**config.mk**
```make
export PLATFORM = sky130hd
export DESIGN_NAME = fmrcb_regs
export DESIGN_NICKNAME = d
export VERILOG_FILES = /design/src/fmrcb_pkg.sv /design/src/fmrcb_sticky_flag.sv /design/src/fmrcb_regs.sv
export SDC_FILE = /design/constraint.sdc
export NUM_CORES = 1
export LEC_CHECK = 0
export ABC_AREA = 1
export ABC_CLOCK_PERIOD_IN_PS = 960
export BUFFER_PORTS_ARGS = -buffer_cell sky130_fd_sc_hd__buf_2
export CORE_MARGIN = 2
export CORE_UTILIZATION = 52
export CTS_CLUSTER_SIZE = 14
export DETAILED_ROUTE_END_ITERATION = 6
export PLACE_DENSITY = 0.9
export SYNTH_ARGS = -nofsm -noshare
export SYNTH_HDL_FRONTEND = slang
export SYNTH_HIERARCHICAL = 1
export SYNTH_SLANG_ARGS = --single-unit
```
**constraint.sdc**
```tcl
create_clock -name CLK_SYS -period 0.96 [get_ports CLK_SYS]
set_input_delay 0.192 -clock CLK_SYS [delete_from_list [all_inputs] [get_ports CLK_SYS]]
set_output_delay 0.192 -clock CLK_SYS [all_outputs]
set_load 0.01 [all_outputs]
```
**src/fmrcb_pkg.sv**
```systemverilog
// ************************************************************
// register map and field layout
// ************************************************************
package fmrcb_pkg;

	localparam int unsigned ADDR_W  = 8;
	localparam int unsigned DATA_W  = 8;
	localparam int unsigned NUM_CH  = 4;
	localparam int unsigned NUM_FLT = 8;

	localparam logic [7:0] REVERSE_BLOCK_GATE_CONFIG_OFS = 8'h26;
	localparam logic [7:0] FAULT_PIN_SUPPRESS_CONFIG_OFS = 8'h27;
	localparam logic [7:0] OFFSTATE_OPEN_LOAD_ENABLE_OFS = 8'h28;
	// fault-type status lives outside the three config registers
	localparam logic [7:0] FAULT_TYPE_STATUS_OFS         = 8'h10;

	localparam logic [7:0] REVERSE_BLOCK_GATE_CONFIG_RST = 8'h0f;
	localparam logic [7:0] FAULT_PIN_SUPPRESS_CONFIG_RST = 8'h00;
	localparam logic [7:0] OFFSTATE_OPEN_LOAD_ENABLE_RST = 8'h00;
	localparam logic [7:0] FAULT_TYPE_STATUS_RST         = 8'h00;

	// only bits 3..0 are defined in the per-channel registers
	localparam logic [7:0] CHANNEL_FIELD_MASK = 8'h0f;
	localparam logic [7:0] FULL_FIELD_MASK    = 8'hff;
	localparam logic [7:0] READ_ZERO          = 8'h00;

	// bit positions shared by mask register and status register
	localparam int unsigned BIT_SPI_ERR   = 7;
	localparam int unsigned BIT_WATCHDOG_TIMEOUT_ERROR    = 6;
	localparam int unsigned BIT_ILIMIT    = 5;
	localparam int unsigned BIT_REVERSE   = 4;
	localparam int unsigned BIT_SHORT_VS  = 3;
	localparam int unsigned BIT_WB_OFF    = 2;
	localparam int unsigned BIT_WB_ON     = 1;
	localparam int unsigned BIT_UNDERVOLT = 0;

	typedef struct packed {
		logic                spi_error;
		logic                watchdog_timeout_error;
		logic                current_limit;
		logic                reverse_current;
		logic                short_supply;
		logic                offstate_open;
		logic                onstate_open;
		logic                undervoltage;
	} fmrcb_fault_s;

	typedef struct packed {
		logic                wr;
		logic                rd;
		logic [ADDR_W-1:0]   addr;
		logic [DATA_W-1:0]   wdata;
	} fmrcb_req_s;

	typedef struct packed {
		logic                valid;
		logic [DATA_W-1:0]   rdata;
	} fmrcb_rsp_s;

endpackage

```
**src/fmrcb_sticky_flag.sv**
```systemverilog
`timescale 1ns/10ps
`default_nettype none

// ************************************************************
// one fault flag: latched until read, or follows the condition
// ************************************************************
module fmrcb_sticky_flag (
	input  wire logic clk,
	input  wire logic rst_n,
	input  wire logic cond,
	input  wire logic clr,
	input  wire logic latch_dis,
	output var  logic flag
);

	logic flag_reg;
	logic flag_next;

	always_comb begin
		if (latch_dis) begin
			flag_next = cond;
		end else begin
			// set wins so an event in the read cycle is kept
			flag_next = cond | (flag_reg & ~clr);
		end
	end

	always_ff @(posedge clk or negedge rst_n) begin
		if (!rst_n) begin
			flag_reg <= 1'b0;
		end else begin
			flag_reg <= flag_next;
		end
	end

	assign flag = flag_reg;

endmodule

`default_nettype wire

```
**src/fmrcb_regs.sv**
```systemverilog
// What this block does
// - per channel, 0 selects gate pulldown, 1 selects blocking, unless globally disabled.
// - reverse-block register resets to 0fh; bits 3..0 are channels 4..1.
// - mask bit 7 keeps SPI errors off the fault pin, status still records.
// - mask bit 5 keeps current-limit events off the fault pin.
// - mask bit 4 keeps reverse-current faults off the fault pin.
// - mask bit 3 keeps off-state short-to-supply faults off the fault pin.
// - mask bit 2 keeps off-state wire-break faults off the fault pin.
// - mask bit 1 keeps on-state wire-break faults off the fault pin.
// - mask bit 0 keeps supply undervoltage faults off the fault pin.
// - fault mask register resets to 00h, so every fault flagged in status reaches the pin.
// - off-state wire-break enable resets 00h; cleared bit keeps channel fault out.
// - latched fault bits stay set until read, unless latching is disabled.
`timescale 1ns/10ps
`default_nettype none

module fmrcb_regs (
	input  wire logic                         CLK_SYS,
	input  wire logic                         NRST,
	input  wire fmrcb_pkg::fmrcb_req_s        REG_REQ,
	output var  fmrcb_pkg::fmrcb_rsp_s        REG_RSP,
	input  wire logic                         GLOBAL_REV_BLOCK_DISABLE,
	input  wire logic                         FAULT_LATCH_DISABLE,
	input  wire fmrcb_pkg::fmrcb_fault_s      FAULT_RAW,
	input  wire logic [fmrcb_pkg::NUM_CH-1:0] OFFSTATE_OPEN_RAW,
	output var  logic [fmrcb_pkg::NUM_CH-1:0] REV_BLOCK_ENABLE,
	output var  logic [fmrcb_pkg::NUM_CH-1:0] REV_BLOCK_PULLDOWN,
	output var  logic [fmrcb_pkg::NUM_CH-1:0] OFFSTATE_OPEN_DIAG_EN,
	output var  logic                         FAULT_INDICATOR_PIN_O,
	output var  logic                         FAULT_INDICATOR_PIN_OE
);

	// ************************************************************
	// configuration registers
	// ************************************************************
	logic [7:0] rev_block_reg;
	logic [7:0] rev_block_next;
	logic [7:0] suppress_reg;
	logic [7:0] suppress_next;
	logic [7:0] open_en_reg;
	logic [7:0] open_en_next;

	logic wr_rev;
	logic wr_sup;
	logic wr_open;

	// the status offset decodes no write: it is read-only
	assign wr_rev  = REG_REQ.wr && (REG_REQ.addr == fmrcb_pkg::REVERSE_BLOCK_GATE_CONFIG_OFS);
	assign wr_sup  = REG_REQ.wr && (REG_REQ.addr == fmrcb_pkg::FAULT_PIN_SUPPRESS_CONFIG_OFS);
	assign wr_open = REG_REQ.wr && (REG_REQ.addr == fmrcb_pkg::OFFSTATE_OPEN_LOAD_ENABLE_OFS);

	always_comb begin
		rev_block_next = rev_block_reg;
		suppress_next  = suppress_reg;
		open_en_next   = open_en_reg;
		if (wr_rev) begin
			rev_block_next = REG_REQ.wdata & fmrcb_pkg::CHANNEL_FIELD_MASK;
		end
		if (wr_sup) begin
			suppress_next = REG_REQ.wdata & fmrcb_pkg::FULL_FIELD_MASK;
		end
		if (wr_open) begin
			open_en_next = REG_REQ.wdata & fmrcb_pkg::CHANNEL_FIELD_MASK;
		end
	end

	always_ff @(posedge CLK_SYS or negedge NRST) begin
		if (!NRST) begin
			rev_block_reg <= fmrcb_pkg::REVERSE_BLOCK_GATE_CONFIG_RST;
			suppress_reg  <= fmrcb_pkg::FAULT_PIN_SUPPRESS_CONFIG_RST;
			open_en_reg   <= fmrcb_pkg::OFFSTATE_OPEN_LOAD_ENABLE_RST;
		end else begin
			rev_block_reg <= rev_block_next;
			suppress_reg  <= suppress_next;
			open_en_reg   <= open_en_next;
		end
	end

	// ************************************************************
	// fault-type status, cleared by reading it
	// ************************************************************
	fmrcb_pkg::fmrcb_fault_s fault_cond;
	logic [fmrcb_pkg::NUM_FLT-1:0] fault_vec;
	logic [fmrcb_pkg::NUM_FLT-1:0] status_flag;
	logic                          status_rd;

	assign status_rd = REG_REQ.rd && (REG_REQ.addr == fmrcb_pkg::FAULT_TYPE_STATUS_OFS);

	always_comb begin
		fault_cond = FAULT_RAW;
		// disabled channels never reach the status register
		fault_cond.offstate_open = |(OFFSTATE_OPEN_RAW & open_en_reg[fmrcb_pkg::NUM_CH-1:0]);
	end

	assign fault_vec = fault_cond;

	genvar g;
	generate
		for (g = 0; g < fmrcb_pkg::NUM_FLT; g++) begin : g_flag
			fmrcb_sticky_flag u_flag (
				.clk       (CLK_SYS),
				.rst_n     (NRST),
				.cond      (fault_vec[g]),
				.clr       (status_rd),
				.latch_dis (FAULT_LATCH_DISABLE),
				.flag      (status_flag[g])
			);
		end
	endgenerate

	// ************************************************************
	// fault pin and channel controls
	// ************************************************************
	logic [fmrcb_pkg::NUM_FLT-1:0] pin_src;
	logic                          fault_pin_next;
	logic                          fault_pin_reg;
	logic [fmrcb_pkg::NUM_CH-1:0]  rcb_en_next;
	logic [fmrcb_pkg::NUM_CH-1:0]  rcb_pd_next;
	logic [fmrcb_pkg::NUM_CH-1:0]  rcb_en_reg;
	logic [fmrcb_pkg::NUM_CH-1:0]  rcb_pd_reg;
	logic [fmrcb_pkg::NUM_CH-1:0]  open_diag_reg;
	logic                          fault_pin_o_reg;

	always_comb begin
		// masked faults still sit in status, only the pin is spared
		pin_src[fmrcb_pkg::BIT_SPI_ERR]   = status_flag[fmrcb_pkg::BIT_SPI_ERR]
			& ~suppress_reg[fmrcb_pkg::BIT_SPI_ERR];
		pin_src[fmrcb_pkg::BIT_WATCHDOG_TIMEOUT_ERROR]    = status_flag[fmrcb_pkg::BIT_WATCHDOG_TIMEOUT_ERROR]
			& ~suppress_reg[fmrcb_pkg::BIT_WATCHDOG_TIMEOUT_ERROR];
		pin_src[fmrcb_pkg::BIT_ILIMIT]    = status_flag[fmrcb_pkg::BIT_ILIMIT]
			& ~suppress_reg[fmrcb_pkg::BIT_ILIMIT];
		pin_src[fmrcb_pkg::BIT_REVERSE]   = status_flag[fmrcb_pkg::BIT_REVERSE]
			& ~suppress_reg[fmrcb_pkg::BIT_REVERSE];
		pin_src[fmrcb_pkg::BIT_SHORT_VS]  = status_flag[fmrcb_pkg::BIT_SHORT_VS]
			& ~suppress_reg[fmrcb_pkg::BIT_SHORT_VS];
		pin_src[fmrcb_pkg::BIT_WB_OFF]    = status_flag[fmrcb_pkg::BIT_WB_OFF]
			& ~suppress_reg[fmrcb_pkg::BIT_WB_OFF];
		pin_src[fmrcb_pkg::BIT_WB_ON]     = status_flag[fmrcb_pkg::BIT_WB_ON]
			& ~suppress_reg[fmrcb_pkg::BIT_WB_ON];
		pin_src[fmrcb_pkg::BIT_UNDERVOLT] = status_flag[fmrcb_pkg::BIT_UNDERVOLT]
			& ~suppress_reg[fmrcb_pkg::BIT_UNDERVOLT];
		fault_pin_next = |pin_src;
		// global disable drops both gate modes on every channel
		if (GLOBAL_REV_BLOCK_DISABLE) begin
			rcb_en_next = '0;
			rcb_pd_next = '0;
		end else begin
			rcb_en_next = rev_block_reg[fmrcb_pkg::NUM_CH-1:0];
			rcb_pd_next = ~rev_block_reg[fmrcb_pkg::NUM_CH-1:0];
		end
	end

	always_ff @(posedge CLK_SYS or negedge NRST) begin
		if (!NRST) begin
			fault_pin_reg <= 1'b0;
			rcb_en_reg    <= '0;
			rcb_pd_reg    <= '0;
			open_diag_reg <= '0;
			fault_pin_o_reg <= 1'b0;
		end else begin
			fault_pin_reg <= fault_pin_next;
			rcb_en_reg    <= rcb_en_next;
			rcb_pd_reg    <= rcb_pd_next;
			open_diag_reg <= open_en_reg[fmrcb_pkg::NUM_CH-1:0];
			// held low, only the enable moves the pad
			fault_pin_o_reg <= 1'b0;
		end
	end

	// ************************************************************
	// read port
	// ************************************************************
	fmrcb_pkg::fmrcb_rsp_s rsp_reg;
	fmrcb_pkg::fmrcb_rsp_s rsp_next;

	always_comb begin
		// rdata idles at zero, so a stray sample reads nothing
		rsp_next.valid = REG_REQ.rd;
		rsp_next.rdata = fmrcb_pkg::READ_ZERO;
		if (REG_REQ.rd) begin
			case (REG_REQ.addr)
				fmrcb_pkg::REVERSE_BLOCK_GATE_CONFIG_OFS: begin
					rsp_next.rdata = rev_block_reg & fmrcb_pkg::CHANNEL_FIELD_MASK;
				end
				fmrcb_pkg::FAULT_PIN_SUPPRESS_CONFIG_OFS: begin
					rsp_next.rdata = suppress_reg;
				end
				fmrcb_pkg::OFFSTATE_OPEN_LOAD_ENABLE_OFS: begin
					rsp_next.rdata = open_en_reg & fmrcb_pkg::CHANNEL_FIELD_MASK;
				end
				fmrcb_pkg::FAULT_TYPE_STATUS_OFS: begin
					rsp_next.rdata = status_flag;
				end
				default: begin
					rsp_next.rdata = fmrcb_pkg::READ_ZERO;
				end
			endcase
		end
	end

	always_ff @(posedge CLK_SYS or negedge NRST) begin
		if (!NRST) begin
			rsp_reg <= '0;
		end else begin
			rsp_reg <= rsp_next;
		end
	end

	assign REG_RSP                = rsp_reg;
	assign REV_BLOCK_ENABLE       = rcb_en_reg;
	assign REV_BLOCK_PULLDOWN     = rcb_pd_reg;
	assign OFFSTATE_OPEN_DIAG_EN  = open_diag_reg;
	// open drain: the pad only ever pulls low
	assign FAULT_INDICATOR_PIN_O  = fault_pin_o_reg;
	assign FAULT_INDICATOR_PIN_OE = fault_pin_reg;

endmodule

`default_nettype wire

```
==> metrics.md, run 1 <==
| Metric | Value |
|---|---|
| Status | finished with violations |
| Failing checks | setup timing |
| Arrival @ worst endpoint | 0.81 ns |
| First-pass GRT wire length | 7220 microns |
| Site row count | 23 |
| Max Used Layer | met4 |
| Number of distinct library cells after synthesis | 21 |
| Count leader, synth | nand2_1 |
| R2R depth | 3 |
| Power density over the cells | 1370 nW/um^2 |
| Setup crit start kind | flip-flop |
| Total track usage | 0.216 |
| Crit path largest cell delay | 0.37 ns |
| DR WL met2 | 2540 microns |
| Synthesis Warnings | 6 |
| I/O Pins | 57 |
| WL/cell | about 13 microns |
| Share of cells above drive strength 1 | 0.375 |
| Cts bufs inserted | 5 |
| Final ANT Viol Nets | 0 |
| Synth cell count leaders | 64 x nand2_1, 52 x inv_1, 42 x dfrtp_1 |
| CTS tree | yes |
| Worst setup path class | reg -> out |
| Crit-path slowest cell | dfrtp_1 |
| Final period util | 1.04 |
| Area of the multi-input gates | 822 sq um |
| Initial DRC count | 67 |
| Worst endpoint required time | 0.77 ns |
| Worst Path Buf+Inv | 1 |
| Final std cells w/o fill | 381 |
| R2r startpoint | suppress_reg[6]$_DFFE_PN0P_ |
| Final-report max-slew violation count | 0 |
| Largest net degree at the start of global routing | 47 |
| CORE AREA | 3940 sq um |
| Setup-failing EPs final | 23 |
| Achievable Freq | 1000 MHz |
| DRT met1 WL | 1940 microns |
| DR vias/cell | 4.93 |
| Fillers | 280 |
| RSZ-0062 raised after global routing | true |
| Initial antenna violation count | 0 |
| Maximum VDD drop | ~0.0009 V |
| Syn_nets | 284 |
| Nets | 364 |
| Fin Setup TNS | -0.564 ns |
| Layout Area Growth over Synthesis | 36.0% |
| Final worst setup slack | -0.0382 ns |
| Worst-Skew Late Latency | 0.31 ns |
| Clock-pin slew on the worst setup and hold paths | ~0.090 ns |
| GPL Wtd Cong | around 0.86 |
| Crit. End Element | output pin |
| Post-synth top area share | 0.503 |
| Seq/Total Area, Yosys | 0.554 |
| Worst Hold Endpoint | g_flag[3].u_flag/flag$_DFF_PN0_ |
| GRT overflow | 0 |
| First-pass DRT Iterations | 4 |
| P_leak | 1.57 nW |
| DP Cell Count | 361 |
| Via count | 1877 |
| Die H | 67.4 microns |
| DR WL met3 | roughly 320 microns |
| Max reg flops | 9 |
| Mapped Cells | 250 |
| Placed Area | 2540 sq um |
| Number of synthesized flops with an enable pin | 0 |
| Effective utilization at floorplan | 0.530 |
| WL final | 4890 microns |
| Hold Path Class | in -> reg |
| Synth Register Bits | 46 |
| Family with the most delay on the worst path | flip-flops |
| Clock Path Buffers | 2 |
| Clk sinks | 46 |
| Worst Skew | 0.00995 ns |
| Area contributors post-synth | dfrtp_1 50%, nand2_1 12%, inv_1 9.3% |
| Die X | 67.4 microns |
| MaxCap Viol Count | 0 |
| Vias in the first global route | 1726 |
| Final Hold Vio Count | 0 |
| Clk Tree Root Cell | clkbuf_8 |
| DRC | 0 |
| R2r endpoint | FAULT_INDICATOR_PIN_OE$_DFF_PN0_ |
| Register area | 1160 sq um |
| WHS Path Cells | 3 |
| Main flop type after synthesis | dfrtp_1 |
| Hold Path Origin | FAULT_RAW[3] |
| Crit Path Max Fanout | 1 |
| Port bufs | 54 |
| Dpl hpwl | 3310 microns |
| Die ar. | roughly 4500 sq um |
| Worst reg-to-reg setup slack | 0 ns |
| Design area | 2840 sq um |
| Post-layout minimum cycle time | 0.998 ns |
| Mapped Area | 2090 sq um |
| Ys async rst share | 1.00 |
| Synth area leader | dfrtp_1 |
| Ordered list of cells on the worst path | buf_2 |
| Antenna diodes | 0 |
| H-Tree Depth | 2 |
| Post-Syn Area per Cell | 8.35 sq um |
==> cell usage in the layout (no fill, tap or decap), types with 3 or more instances in the layout <==
cell and count:
nand2_2 10, clkbuf_8 6, inv_1 48, nand3_2 3, dfstp_2 4, nor2_4 8
buf_4 17, o21ai_1 7, buf_2 52, nand3_1 18, nand2_1 54, nand2_4 4
dfrtp_1 42, o21ai_2 3, buf_12 3, o21ai_0 8, nor2_1 23, a21oi_1 3
==> worst max path at each step <==
| stage | start | endpoint | slack [ns] | cells after the start |
|---|---|---|---|---|
| 6_report | REG_RSP[6]$_DFF_PN0_ | REG_RSP[6] | -0.04 | 1 |
| 5_1_grt | FAULT_INDICATOR_PIN_OE$_DFF_PN0_ | FAULT_INDICATOR_PIN_OE | -0.07 | 1 |
| 4_1_cts | OFFSTATE_OPEN_DIAG_EN[0]$_DFF_PN0_ | OFFSTATE_OPEN_DIAG_EN[0] | -0.04 | 1 |
| 3_5_place_dp | REG_REQ[11] | g_flag[1].u_flag/flag$_DFF_PN0_ | -0.38 | 7 |
| 3_3_place_gp | REG_REQ[11] | g_flag[7].u_flag/flag$_DFF_PN0_ | -0.31 | 7 |
| 2_1_floorplan | REG_REQ[11] | suppress_reg[0]$_DFFE_PN0P_ | -0.02 | 7 |
==> area by class of cell <==
class                      count  share of cell area
multi-input combinational    149               0.289
clock inverter                 1             0.00176
clock buffer                   7              0.0304
tap                           50              0.0220
inverter                      52              0.0775
sequential                    46               0.407
timing repair buffer          76               0.172
==> metal layers <==
metal | track usage | up-vias
li1 | - | 911
met1 | 0.268 | 881
met2 | 0.374 | 75
met3 | 0.0400 | 10
met4 | 0.0816 | 0
met5 | 0 | -
==> kinds of logic (layout without fill, tap and decap cells) <==
| family | after synthesis | in the layout | synth area share |
|---|---|---|---|
| and+or+nand+nor | 124 | 125 | 0.273 |
| buffers and inverters | 56 | 136 | 0.110 |
| DFF | 46 | 46 | 0.554 |
| AOI/OAI and AO/OA | 23 | 23 | 0.0623 |
| other | 1 | 1 | 0.00180 |
==> stage by stage <==
step	setup WS [ns]	hold WS (ns)	power [mW]	util
after floorplan	-0.0169	-0.104	2.39	-
after global placement	-0.311	0.182	2.62	0.645
after detailed placement	-0.378	0.186	2.65	0.645
after CTS	-0.0412	0.0679	3.81	0.680
after global routing	-0.0742	0.0754	4.06	0.720
final	-0.0382	0.0686	3.89	0.720
==> repair_timing <==
item	4_1_cts	5_1_grt
pin swaps	3	22
hold buffers	1	0
resized for setup	0	24
buffers inserted	3	7
cloned	0	1
endpoints found under the hold margin	42	0
setup endpoints to repair	37	47
==> where the power goes <==
part / switching [mW] / internal (mW) / total (mW)
clock network: 0.618 / 0.581 / 1.20
logic: 0.317 / 0.243 / 0.560
registers: 0.0707 / 2.07 / 2.14
Power figures use the tool's default switching activity.
==> inputs of run 2 (changes only) <==
CORE_UTILIZATION = 51   (was 52)
PLACE_DENSITY = 0.89   (was 0.9)
SYNTH_HIERARCHICAL = default   (was 1)
==> metrics.md, run 2 <==
| Metric | Value |
|---|---|
| Seq/Total Area, Yosys | 0.568 |
| Post-synth top area share | 0.516 |
| Number of synthesized flops with an enable pin | 0 |
| Final ANT Viol Nets | 0 |
| Worst reg-to-reg setup slack | -0.01 ns |
| Total power | roughly 4.0 mW |
| H-Tree Depth | 2 |
| Count leader, synth | nand2_1 |
| Crit. End Element | output pin |
| Total track usage | 0.235 |
| Area contributors post-synth | dfrtp_1 52%, nand2_1 11%, inv_1 6.8% |
| P_leak | 1.44 nW |
| Most frequent cells in the layout | 52 x buf_2, 50 x nand2_1, 42 x dfrtp_1 |
| Crit path largest cell delay | 0.39 ns |
| Arrival @ worst endpoint | 0.82 ns |
| Synth area leader | dfrtp_1 |
| WL/cell | 13.9 microns |
| Final Hold Vio Count | 0 |
| WHS Path Cells | 3 |
| Status | finished with violations |
| Largest net degree at the start of global routing | 30 |
| Synthesis Warnings | 0 |
| Layout Area Growth over Synthesis | 34.4% |
| Max reg flops | 9 |
| Clock Path Buffers | 2 |
| Clk sinks | 46 |
| Setup crit start kind | flip-flop |
| I/O Pins | 57 |
| Via count | approximately 1900 |
| Number of distinct library cells after synthesis | 22 |
| Clk Tree Root Cell | clkbuf_8 |
| R2r endpoint | REG_RSP[0]$_DFF_PN0_ |
| Initial DRC count | around 120 |
| MaxCap Viol Count | 0 |
| Share of cells above drive strength 1 | 0.401 |
| Hold Path Origin | FAULT_RAW[0] |
| Failing checks | setup timing |
| Worst setup path class | reg -> out |
| Worst Hold Endpoint | g_flag[0].u_flag.flag$_DFF_PN0_ |
| Clock-pin slew on the worst setup and hold paths | 0.08 ns |
| WL final | 5070 microns |
| Hold Path Class | in -> reg |
| Maximum VDD drop | 0.00121 V |
| Worst endpoint required time | 0.77 ns |
| Syn_nets | 271 |
| Ys async rst share | 1.00 |
| Crit Path Max Fanout | 1 |
| Commonest non-fill, non-tap cell in the layout | buf_2 |
| Final worst setup slack | -0.0569 ns |
| GPL Wtd Cong | 0.890 |
| Antenna diodes | 0 |
| Main flop type after synthesis | dfrtp_1 |
| DR vias/cell | 5.09 |
| Port bufs | 54 |
| Ordered list of cells on the worst path | buf_2 |
| RSZ-0062 raised after global routing | true |
| DRC | 0 |
| Final-report max-slew violation count | 0 |
| Setup WS pre-CTS | -0.402 ns |
| Family with the most delay on the worst path | flip-flops |
| Site row count | 22 |
| Fillers | ~250 |
| Mapped Area | roughly 2000 sq um |
| First-pass GRT wire length | 7670 microns |
| Worst Path Buf+Inv | 1 |
| Achievable Freq | 983 MHz |
| Post-Syn Area per Cell | 8.59 sq um |
| Synth Register Bits | 46 |
| R2r startpoint | open_en_reg[0]$_DFFE_PN0P_ |
| Post-layout minimum cycle time | 1.02 ns |
| Die H | 67.2 microns |
| Worst Skew | 0.00722 ns |
| Die X | 67.2 microns |
| Mapped Cells | 237 |
| GRT overflow | 0 |
| CORE AREA | 3740 sq um |
| Synth cell count leaders | 60 x nand2_1, 42 x dfrtp_1, 37 x inv_1 |
| Die ar. | 4510 sq um |
| First-pass DRT Iterations | 5 |
| Final period util | 1.06 |
| Vias in the first global route | 1746 |
| Initial antenna violation count | 0 |
| Power density over the cells | 1450 nW/um^2 |
| Nets | 350 |
| R2R depth | 5 |
| Effective utilization at floorplan | 0.544 |
| Critical path origin | REG_RSP[5]$_DFF_PN0_ |
| Setup-failing EPs final | 23 |
| Worst-Skew Late Latency | 0.31 ns |
| Dpl hpwl | 3320 microns |
| CTS tree | yes |
| Crit-path slowest cell | dfrtp_1 |
| Cts bufs inserted | 5 |
run 2: changes by cell type in the layout (fill, tap and decap cells not counted), moves of 3 or more:
cell / previous run / this run
nor2_2: 1 / 8
inv_1: 48 / 34
o21ai_0: 8 / 12
inv_2: 0 / 4
nand2_2: 10 / 13
buf_6: 2 / 7
nand2_4: 4 / 1
nand2_1: 54 / 50
run 2: area by class of cell:
class,count,area [sq um],share of cell area
flip-flops and latches,46,1160,0.423
multi-input cells,149,800,0.292
repair buffers,76,482,0.176
inverters,38,143,0.0522
clock buffers,7,86.3,0.0316
well taps,48,60.1,0.0220
clock inverters,1,8.76,0.00320
run 2: cells by family after synthesis:
logic type / synth area share
buffers and inverters: 0.0848
DFF: 0.568
other: 0.00184
AOI/OAI and AO/OA: 0.0670
and+or+nand+nor: 0.278
run 2: report_power, final:
part | total (mW) | switching, mW | internal (mW)
Clock | 1.25 | 0.651 | 0.595
Sequential | 2.15 | 0.0772 | 2.07
Combinational | 0.565 | 0.313 | 0.252
run 2: worst max-delay path by stage:
stage	end	slack [ns]	cells after the start
6_report	REG_RSP[5]	-0.06	1
5_1_grt	FAULT_INDICATOR_PIN_OE	-0.09	1
4_1_cts	REG_RSP[5]	-0.06	1
3_5_place_dp	REG_RSP[5]$_DFF_PN0_	-0.40	8
3_3_place_gp	REG_RSP[6]$_DFF_PN0_	-0.25	8
2_1_floorplan	suppress_reg[6]$_DFFE_PN0P_	-0.009	7
run 2: metal layers:
layer,global-route usage,vias to the layer above,part of all wire
met5,0,-,0
met4,0.102,0,0.034
met3,0.0700,17,0.061
met2,0.410,78,0.52
met1,0.268,882,0.38
li1,-,882,-
run 2: through the flow:
stage / hold slack (ns) / setup TNS (ns) / util / area, sq um / cells
floorplan: -0.104 / -0.00915 / - / 2040 / 237
global placement: 0.240 / -6.25 / 0.657 / 2460 / 349
detailed placement: 0.252 / -8.44 / 0.657 / 2460 / 349
CTS: 0.0645 / -0.772 / 0.695 / 2600 / 360
global route: 0.0674 / -1.64 / 0.731 / 2740 / 365
finish: 0.0685 / -0.698 / 0.731 / 2740 / 365
run 2: what timing repair did:
item / in CTS / in global routing
cloned: 0 / 0
setup buffers: 2 / 5
hold endpoints to repair: 46 / 0
hold buffers: 1 / 0
endpoints found under the setup margin: 41 / 41
resized for setup: 5 / 34
pin swaps: 2 / 23
